**src/hdl/gpib_dev_defs.svh**
```systemverilog
`ifndef GPIB_DEV_DEFS_SVH
`define GPIB_DEV_DEFS_SVH

// Primary address default
`define GPIB_ADDR_DEFAULT  5'h10
// Command byte codes, low seven bits
`define GPIB_CMD_GTL       7'h01
`define GPIB_CMD_SDC       7'h04
`define GPIB_CMD_GET       7'h08
`define GPIB_CMD_DCL       7'h14
`define GPIB_CMD_SPE       7'h18
`define GPIB_CMD_SPD       7'h19
`define GPIB_CMD_UNL       7'h3f
`define GPIB_CMD_UNT       7'h5f
// Address group field
`define GPIB_GRP_LAG       2'h1
`define GPIB_GRP_TAG       2'h2
`define GPIB_GRP_SCG       2'h3
// Status byte request-service bit
`define GPIB_RQS_BIT       6

`endif

```
**src/hdl/gpib_dev_pkg.sv**
```systemverilog
package gpib_dev_pkg;

    // Bus control lines as seen at the pins, active high
    typedef struct packed {
        logic atn;
        logic ifc;
        logic ren;
        logic eoi;
    } bus_ctl_s;

    // Received byte towards the device function
    typedef struct packed {
        logic [7:0] data;
        logic       eoi;
    } rx_byte_s;

    typedef enum logic [1:0] {
        SH_IDLE = 2'b00,
        SH_WAIT = 2'b01,
        SH_DRIVE = 2'b10,
        SH_HOLD = 2'b11
    } sh_state_e;

    typedef enum logic [1:0] {
        AH_READY = 2'b00,
        AH_TAKE = 2'b01,
        AH_DONE = 2'b10
    } ah_state_e;

endpackage

```
**src/hdl/gpib_dev.sv**
```systemverilog
// How it works
// Addressed commands need prior own listen address
// Controller sends unlisten before addressing devices
// Selective clear acts only when listen-addressed
// Bytes with attention false are device data
// Source handshake drives bytes when talking
// Acceptor handshake latches every byte reliably; the code latches a byte only under attention or while listen-addressed
// Data driven only after own talk address or in talk-only mode
// Talker leaves on own listen; serial poll
// Data accepted only while addressed listener
// Listener leaves on own talk address
// Service request and status byte on poll
// Remote/local follows enable line and local
// Universal or addressed clear resets device
// Addressed trigger starts a reading
// No parallel poll response ever
// Never drives attention or interface clear
// Primary addresses only, secondaries ignored
// Serial poll enable/disable; status when talking
// Three-wire handshake ordering on every byte
// Interface clear drops all addressing at once
`include "gpib_dev_defs.svh"

module gpib_dev
    import gpib_dev_pkg::*;
(
    input  wire logic       sys_clk_i,
    input  wire logic       rst_b_i,
    input  wire logic [4:0] my_addr_i,
    input  wire logic       talk_only_i,
    input  wire logic [7:0] dio_i,
    input  wire bus_ctl_s   ctl_i,
    input  wire logic       dav_i,
    input  wire logic       nrfd_i,
    input  wire logic       ndac_i,
    output logic [7:0]      dio_o,
    output logic [7:0]      dio_oe_o,
    output logic            dav_o,
    output logic            dav_oe_o,
    output logic            nrfd_o,
    output logic            nrfd_oe_o,
    output logic            ndac_o,
    output logic            ndac_oe_o,
    output logic            eoi_o,
    output logic            eoi_oe_o,
    output logic            srq_o,
    output logic            srq_oe_o,
    input  wire logic [7:0] tx_data_i,
    input  wire logic       tx_eoi_i,
    input  wire logic       tx_valid_i,
    output logic            tx_ready_o,
    output rx_byte_s        rx_o,
    output logic            rx_valid_o,
    input  wire logic       rx_ready_i,
    input  wire logic [7:0] status_i,
    input  wire logic       svc_req_i,
    output logic            listen_o,
    output logic            talk_o,
    output logic            remote_o,
    output logic            spoll_o,
    output logic            dev_clear_o,
    output logic            trigger_o
);

////////////////////////////////////////////////////////////////////////
    logic rst_s1_r;
    logic rst_b_r;

    always_ff @(posedge sys_clk_i or negedge rst_b_i) begin
        if (!rst_b_i) begin
            rst_s1_r <= 1'b0;
            rst_b_r  <= 1'b0;
        end else begin
            rst_s1_r <= 1'b1;
            rst_b_r  <= rst_s1_r;
        end
    end

////////////////////////////////////////////////////////////////////////
    // Acceptor handshake
    ah_state_e ah_r;
    logic [7:0] rx_byte_r;
    logic       rx_eoi_r;
    logic       rx_atn_r;
    logic       acc_pulse_r;
    logic       lacs_r;
    logic       tacs_r;
    logic       spe_r;
    logic       rem_r;
    logic       rx_valid_r;
    logic       rx_hold;
    logic       ah_on;

    // Holding back not-ready applies flow control to device data
    assign rx_hold = rx_valid_r && !rx_ready_i;
    // Idle acceptor frees both lines, else it would stall a talker
    assign ah_on   = ctl_i.atn || lacs_r || ah_r != AH_READY;

    always_ff @(posedge sys_clk_i or negedge rst_b_r) begin
        if (!rst_b_r) begin
            ah_r        <= AH_READY;
            rx_byte_r   <= 8'h00;
            rx_eoi_r    <= 1'b0;
            rx_atn_r    <= 1'b0;
            acc_pulse_r <= 1'b0;
        end else begin
            acc_pulse_r <= 1'b0;
            if (ctl_i.ifc) begin
                ah_r <= AH_READY;
            end else begin
                case (ah_r)
                    AH_READY: begin
                        if (dav_i &&
                            (ctl_i.atn || (lacs_r && !rx_hold))) begin
                            rx_byte_r   <= dio_i;
                            rx_eoi_r    <= ctl_i.eoi;
                            rx_atn_r    <= ctl_i.atn;
                            acc_pulse_r <= 1'b1;
                            ah_r        <= AH_TAKE;
                        end
                    end
                    AH_TAKE:  ah_r <= AH_DONE;
                    AH_DONE: begin
                        if (!dav_i) begin
                            ah_r <= AH_READY;
                        end
                    end
                    default:  ah_r <= AH_READY;
                endcase
            end
        end
    end

////////////////////////////////////////////////////////////////////////
    // Command decode; secondaries fall in the ignored group
    logic [6:0] cmd;
    logic [1:0] grp;
    logic       is_cmd;
    logic       my_lag;
    logic       my_tag;

    assign cmd    = rx_byte_r[6:0];
    assign grp    = rx_byte_r[6:5];
    assign is_cmd = acc_pulse_r && rx_atn_r;
    assign my_lag = is_cmd && grp == `GPIB_GRP_LAG &&
                    rx_byte_r[4:0] == my_addr_i && cmd != `GPIB_CMD_UNL;
    assign my_tag = is_cmd && grp == `GPIB_GRP_TAG &&
                    rx_byte_r[4:0] == my_addr_i && cmd != `GPIB_CMD_UNT;

    always_ff @(posedge sys_clk_i or negedge rst_b_r) begin
        if (!rst_b_r) begin
            lacs_r <= 1'b0;
            tacs_r <= 1'b0;
        end else if (ctl_i.ifc) begin
            lacs_r <= 1'b0;
            tacs_r <= 1'b0;
        end else if (talk_only_i) begin
            lacs_r <= 1'b0;
            tacs_r <= 1'b1;
        end else if (is_cmd) begin
            if (cmd == `GPIB_CMD_UNL) begin
                lacs_r <= 1'b0;
            end else if (my_lag) begin
                lacs_r <= 1'b1;
                tacs_r <= 1'b0;
            end else if (cmd == `GPIB_CMD_UNT) begin
                tacs_r <= 1'b0;
            end else if (my_tag) begin
                tacs_r <= 1'b1;
                lacs_r <= 1'b0;
            end else if (grp == `GPIB_GRP_TAG) begin
                tacs_r <= 1'b0;
            end
        end
    end

////////////////////////////////////////////////////////////////////////
    // Addressed and universal commands
    always_ff @(posedge sys_clk_i or negedge rst_b_r) begin
        if (!rst_b_r) begin
            spe_r       <= 1'b0;
            rem_r       <= 1'b0;
            dev_clear_o <= 1'b0;
            trigger_o   <= 1'b0;
        end else begin
            dev_clear_o <= 1'b0;
            trigger_o   <= 1'b0;
            if (!ctl_i.ren) begin
                rem_r <= 1'b0;
            end else if (my_lag) begin
                rem_r <= 1'b1;
            end else if (is_cmd && lacs_r && cmd == `GPIB_CMD_GTL) begin
                rem_r <= 1'b0;
            end
            if (ctl_i.ifc) begin
                spe_r <= 1'b0;
            end else if (is_cmd && cmd == `GPIB_CMD_SPE) begin
                spe_r <= 1'b1;
            end else if (is_cmd && cmd == `GPIB_CMD_SPD) begin
                spe_r <= 1'b0;
            end
            if (is_cmd && (cmd == `GPIB_CMD_DCL ||
                (lacs_r && cmd == `GPIB_CMD_SDC))) begin
                dev_clear_o <= 1'b1;
            end
            if (is_cmd && lacs_r && cmd == `GPIB_CMD_GET) begin
                trigger_o <= 1'b1;
            end
        end
    end

////////////////////////////////////////////////////////////////////////
    // Device data to the user side
    always_ff @(posedge sys_clk_i or negedge rst_b_r) begin
        if (!rst_b_r) begin
            rx_valid_r <= 1'b0;
            rx_o       <= '0;
        end else if (acc_pulse_r && !rx_atn_r && lacs_r) begin
            rx_valid_r <= 1'b1;
            rx_o       <= '{data: rx_byte_r, eoi: rx_eoi_r};
        end else if (rx_ready_i) begin
            rx_valid_r <= 1'b0;
        end
    end

////////////////////////////////////////////////////////////////////////
    // Source handshake
    sh_state_e  sh_r;
    logic [7:0] tx_byte_r;
    logic       tx_eoi_r;
    logic       tx_poll_r;
    logic       rsv_r;

    always_ff @(posedge sys_clk_i or negedge rst_b_r) begin
        if (!rst_b_r) begin
            rsv_r <= 1'b0;
        end else if (svc_req_i) begin
            rsv_r <= 1'b1;
        end else if (sh_r == SH_HOLD && tx_poll_r && !ndac_i) begin
            rsv_r <= 1'b0;
        end
    end

    always_ff @(posedge sys_clk_i or negedge rst_b_r) begin
        if (!rst_b_r) begin
            sh_r      <= SH_IDLE;
            tx_byte_r <= 8'h00;
            tx_eoi_r  <= 1'b0;
            tx_poll_r <= 1'b0;
        end else if (ctl_i.ifc || ctl_i.atn || !tacs_r) begin
            sh_r <= SH_IDLE;
        end else begin
            case (sh_r)
                SH_IDLE: begin
                    if (spe_r) begin
                        tx_byte_r <= status_i;
                        tx_byte_r[`GPIB_RQS_BIT] <= rsv_r;
                        tx_eoi_r  <= 1'b0;
                        tx_poll_r <= 1'b1;
                        sh_r      <= SH_WAIT;
                    end else if (tx_valid_i && tx_ready_o) begin
                        tx_byte_r <= tx_data_i;
                        tx_eoi_r  <= tx_eoi_i;
                        tx_poll_r <= 1'b0;
                        sh_r      <= SH_WAIT;
                    end
                end
                SH_WAIT:  if (!nrfd_i) sh_r <= SH_DRIVE;
                SH_DRIVE: sh_r <= SH_HOLD;
                SH_HOLD: begin
                    if (!ndac_i) begin
                        sh_r <= SH_IDLE;
                    end
                end
                default:  sh_r <= SH_IDLE;
            endcase
        end
    end

////////////////////////////////////////////////////////////////////////
    // Pin drive, all registered; attention and clear are inputs only
    always_ff @(posedge sys_clk_i or negedge rst_b_r) begin
        if (!rst_b_r) begin
            dio_o      <= 8'h00;
            dio_oe_o   <= 8'h00;
            dav_o      <= 1'b0;
            dav_oe_o   <= 1'b0;
            nrfd_o     <= 1'b0;
            nrfd_oe_o  <= 1'b0;
            ndac_o     <= 1'b0;
            ndac_oe_o  <= 1'b0;
            eoi_o      <= 1'b0;
            eoi_oe_o   <= 1'b0;
            srq_o      <= 1'b0;
            srq_oe_o   <= 1'b0;
            tx_ready_o <= 1'b0;
        end else begin
            // Data lines never answer an identify sequence
            dio_o     <= tx_byte_r;
            dio_oe_o  <= {8{tacs_r && !ctl_i.atn &&
                            (sh_r == SH_DRIVE || sh_r == SH_HOLD)}};
            // Valid goes away together with the data lines, never after
            dav_o     <= sh_r == SH_HOLD && tacs_r && !ctl_i.atn;
            dav_oe_o  <= sh_r == SH_HOLD && tacs_r && !ctl_i.atn;
            eoi_o     <= tx_eoi_r && sh_r == SH_HOLD;
            eoi_oe_o  <= tx_eoi_r && sh_r == SH_HOLD && !ctl_i.atn;
            nrfd_o    <= ah_r != AH_READY || (lacs_r && rx_hold);
            nrfd_oe_o <= ah_r != AH_READY || (lacs_r && rx_hold);
            ndac_o    <= ah_on && ah_r != AH_DONE;
            ndac_oe_o <= ah_on && ah_r != AH_DONE;
            srq_o     <= rsv_r;
            srq_oe_o  <= rsv_r;
            tx_ready_o <= sh_r == SH_IDLE && tacs_r && !spe_r &&
                          !(tx_valid_i && tx_ready_o) &&
                          !ctl_i.atn && !ctl_i.ifc;
        end
    end

    assign listen_o = lacs_r;
    assign talk_o   = tacs_r;
    assign remote_o = rem_r;
    assign spoll_o  = spe_r;
    assign rx_valid_o = rx_valid_r;

endmodule

```
**config.mk**
```make
export PLATFORM = sky130hd
export DESIGN_NAME = gpib_dev
export DESIGN_NICKNAME = d
export VERILOG_FILES = /design/src/hdl/gpib_dev_pkg.sv /design/src/hdl/gpib_dev.sv
export VERILOG_INCLUDE_DIRS = /design/src /design/src/hdl
export SDC_FILE = /design/constraint.sdc
export NUM_CORES = 1
export LEC_CHECK = 0
export ABC_AREA = 0
export BUFFER_PORTS_ARGS = -buffer_cell sky130_fd_sc_hd__buf_2
export CAP_MARGIN = 15
export CORE_ASPECT_RATIO = 1.25
export CORE_MARGIN = 1
export CORE_UTILIZATION = 45
export DETAILED_ROUTE_END_ITERATION = 10
export PLACE_DENSITY = 0.73
export SYNTH_ARGS = -nofsm -noshare
export SYNTH_HDL_FRONTEND = slang
export SYNTH_SLANG_ARGS = --single-unit
```
**constraint.sdc**
```tcl
create_clock -name sys_clk_i -period 2.1 [get_ports sys_clk_i]
set_input_delay 0.42 -clock sys_clk_i [delete_from_list [all_inputs] [get_ports sys_clk_i]]
set_output_delay 0.42 -clock sys_clk_i [all_outputs]
set_load 0.02 [all_outputs]
```
==> flow_summary_export.csv <==
group,metric,value,unit
floorplan,row_count,29,
sta,setup_viol,0,
finish,syn_to_final_growth,25.76,%
cts,root_buffer,"clkbuf_8",
synth,synth-compound-area-share,7.208,%
global_route,grt-ovfl-total,0,
synth,synth_seq_area_share,60.48,%
cts,htreeDepth,3,
setup_path,reg2reg_from,"rx_byte_r[6]$_DFFE_PN0P_",
routing,first_pass_iters,5,
synth,synth_nets,252,
setup_path,path_buf_inv,0,
finish,num-fill-cells,448,
floorplan,die_y,85.04,µm
routing,vias,1762,
place,routabilityCongestion,0.7900,
sta,hold_viol_final,0,
finish,fin_cells,356,
cts,cts_made_buffers,9,
sta,worst_clock_skew,0.007470,ns
synth,yosys.area_share.simple,12.70,%
floorplan,die_area,5819,µm²
power,power,2.682,mW
setup_path,arrival,2.02,ns
global_route,antenna_found_initial,0,
setup_path,path_delay_family,"simple AND/OR/NAND/NOR gates",
routing,routed_via_density,4.949,
synth,synth_top_family_by_area,"simple AND/OR/NAND/NOR gates",
synth,synth_xor_area_share,1.764,%
setup_path,crit_slowest_cell,"or4_4",
sta,max_freq,551.3,MHz
sta,post-route-period-util,86.38,%
finish,nets,336,
place,port_buffers,84,
synth,yosys_warnings,0,
synth,muxShareOfSynthArea,10.03,%
sta,slew_viol_final,0,
global_route,grt_first_pass_wirelength,7.728,mm
setup_path,cp-start-kind,"flip-flop",
synth,synth_top_area_cell,"dfrtp_1",
routing,wire_per_inst,13.46,µm
synth,async_flop_share,100.0,%
power,ir_drop,0.6778,mV
sta,worst_slew_pin_slew,0.5770,ns
sta,post-route-min-period,1.814,ns
cts,clk_latency,0.32,ns
setup_path,cp.required,2.31,ns
synth,synth_edf_count,0,
floorplan,start_util,47.84,%
global_route,grt_pass1_vias,1729,
setup_path,cpPeakStageDelay,0.57,ns
min_path,hp-class,"reg -> async",
synth,synthesis.area,2482,µm²
floorplan,io_pins,86,
synth,yosysMostFrequentCell,"dfrtp_1",
finish,fin_util,60.16,%
routing,finalWirelength,4.792,mm
routing,postRouteAntennaNets,0,
sta,rsz0062_at_grt,"false",
synth,synthDominantCellAreaShare,60.48,%
synth,synthAdderAreaFrac,2.016,%
routing,drc,0,
outcome,outcome,"completed",
cts,clkTransAtPathRegs,0.07,ns
place,dp_hpwl,3.432,mm
setup_path,r2r_slack,0.29,ns
synth,ys.flop_type,"dfrtp_1",
finish,antennaDiodeCount,0,
sta,hold_ws,0.2592,ns
routing,initialDrtViolationCount,116,
setup_path,crit_fanout,6,
setup_path,path_cells,"or4_4 -> or4_4 -> o31ai_2 -> a21boi_1",
finish,drive_gt1_share,42.52,%
place,dp_cells,339,
floorplan,fp.coreArea,5189,µm²
global_route,grt_util_all_layers,18.50,%
cts,clk_path_buf_depth,2,
cts,cts_tree,"built",
cts,cts.repair.resized,0,
setup_path,cp-startpoint,"rx_byte_r[6]$_DFFE_PN0P_",
setup_path,cp_common_cell,"or4_4",
synth,synth_common_cells,"60 x dfrtp_1, 22 x nor2_1, 15 x mux2_2",
synth,netlist_top_cells_area,"dfrtp_1 60%, mux2_2 6.8%, buf_4 3.3%, nor2_1 3.3%, mux2i_1 3.2%",
synth,synth_cell_types,38,
floorplan,die_x,68.43,µm
run,cap_violations,0,
cts,cts_sinks,60,
synth,postSynthAreaPerCell,12.11,µm²
synth,ys_ff_latch,60,
synth,synthCells,205,
power,p_leak,1.602,nW
sta,slew_headroom,61.42,%
global_route,grt_start_max_net_pins,59,
sta,tns,0,ns
power,power_density,859.2,nW/µm²
setup_path,cp-end-kind,"flip-flop",
setup_path,critPathKind,"reg -> reg",
==> per-layer routing <==
metal	share of wire [%]	GRT usage, %
met2	53	29.41
met5	0	0
met4	0.94	7.955
met1	41	22.76
met3	5.1	5.645
==> metrics by stage <==
| step | cell area (µm²) | worst slack [ns] |
|---|---|---|
| 2_1_floorplan | 2482 | 0.3058 |
| 3_3_place_gp | 2910 | 0.3062 |
| 3_5_place_dp | 2910 | 0.3006 |
| 4_1_cts | 3122 | 0.2890 |
| 5_1_grt | 3122 | 0.2086 |
| 6_report | 3122 | 0.2861 |
==> logic make-up after synthesis <==
logic type / Yosys count
AO/OA/AOI/OAI: 29
XOR/XNOR: 5
adder cells (fa/ha/maj): 4
buffers and inverters: 24
flip-flops: 60
multiplexers: 23
other: 1
AND/OR/NAND/NOR: 59
==> where the power goes <==
part | switching (mW) | internal [mW]
clock network | 0.426 | 0.604
logic | 0.170 | 0.134
registers | 0.0813 | 1.27
total | 0.678 | 2.00
==> registers in the layout, indices dropped and copies added (netlist names), 2 cells and up <==
register and cells:
ah_r 2, dio_o 8, rx_byte_r 8, rx_o 9
sh_r 2, tx_byte_r 8
==> path summary, 6_finish.rpt <==
check | end | cells after the start
max | remote_o$_DFFE_PN0P_ | 4
min | dio_o[4]$_DFF_PN0_ | 1
max reg2reg | remote_o$_DFFE_PN0P_ | 4
min reg2reg | dio_o[4]$_DFF_PN0_ | 1
max in group asynchronous | rst_b_r$_DFF_PN0_ | 2
min in group sys_clk_i | listen_o$_DFFE_PN0P_ | 2
==> layout make-up <==
class                           instances  area, µm²  area share, %
Tap cell                               62      77.57          2.485
Clock inverter                          5      50.05          1.603
Sequential cell                        60       1503          48.14
Timing Repair Buffer                   88      465.4          14.91
Multi-Input combinational cell        121      840.8          26.93
Inverter                                9      33.78          1.082
Clock buffer                           11      151.4          4.850
==> cells in the final DEF, fill, tap and decap left out, types with 2 or more instances in the layout <==
cell / netlist / routed
ha_1: 4 / 4
xor2_1: 5 / 5
or4_4: 2 / 2
clkinv_2: 0 / 4
buf_4: 11 / 2
nor2_1: 22 / 22
mux2_2: 15 / 15
buf_2: 1 / 84
a21oi_1: 12 / 12
nand3_1: 4 / 4
nor3_1: 2 / 2
nand3b_1: 3 / 3
dfrtp_1: 60 / 59
a211oi_1: 2 / 2
inv_1: 9 / 9
nor4_1: 4 / 4
nand2b_1: 4 / 4
clkbuf_8: 0 / 11
mux2i_1: 8 / 8
nand2_1: 10 / 10
o21ai_0: 7 / 7
==> repair_timing <==
| action | 4_1_cts | 5_1_grt |
|---|---|---|
| setup buffers | 0 | 0 |
| hold buffers | 1 | 0 |
| hold endpoints to repair | 2 | 0 |
No activity file was read; power rests on OpenSTA's default activity.
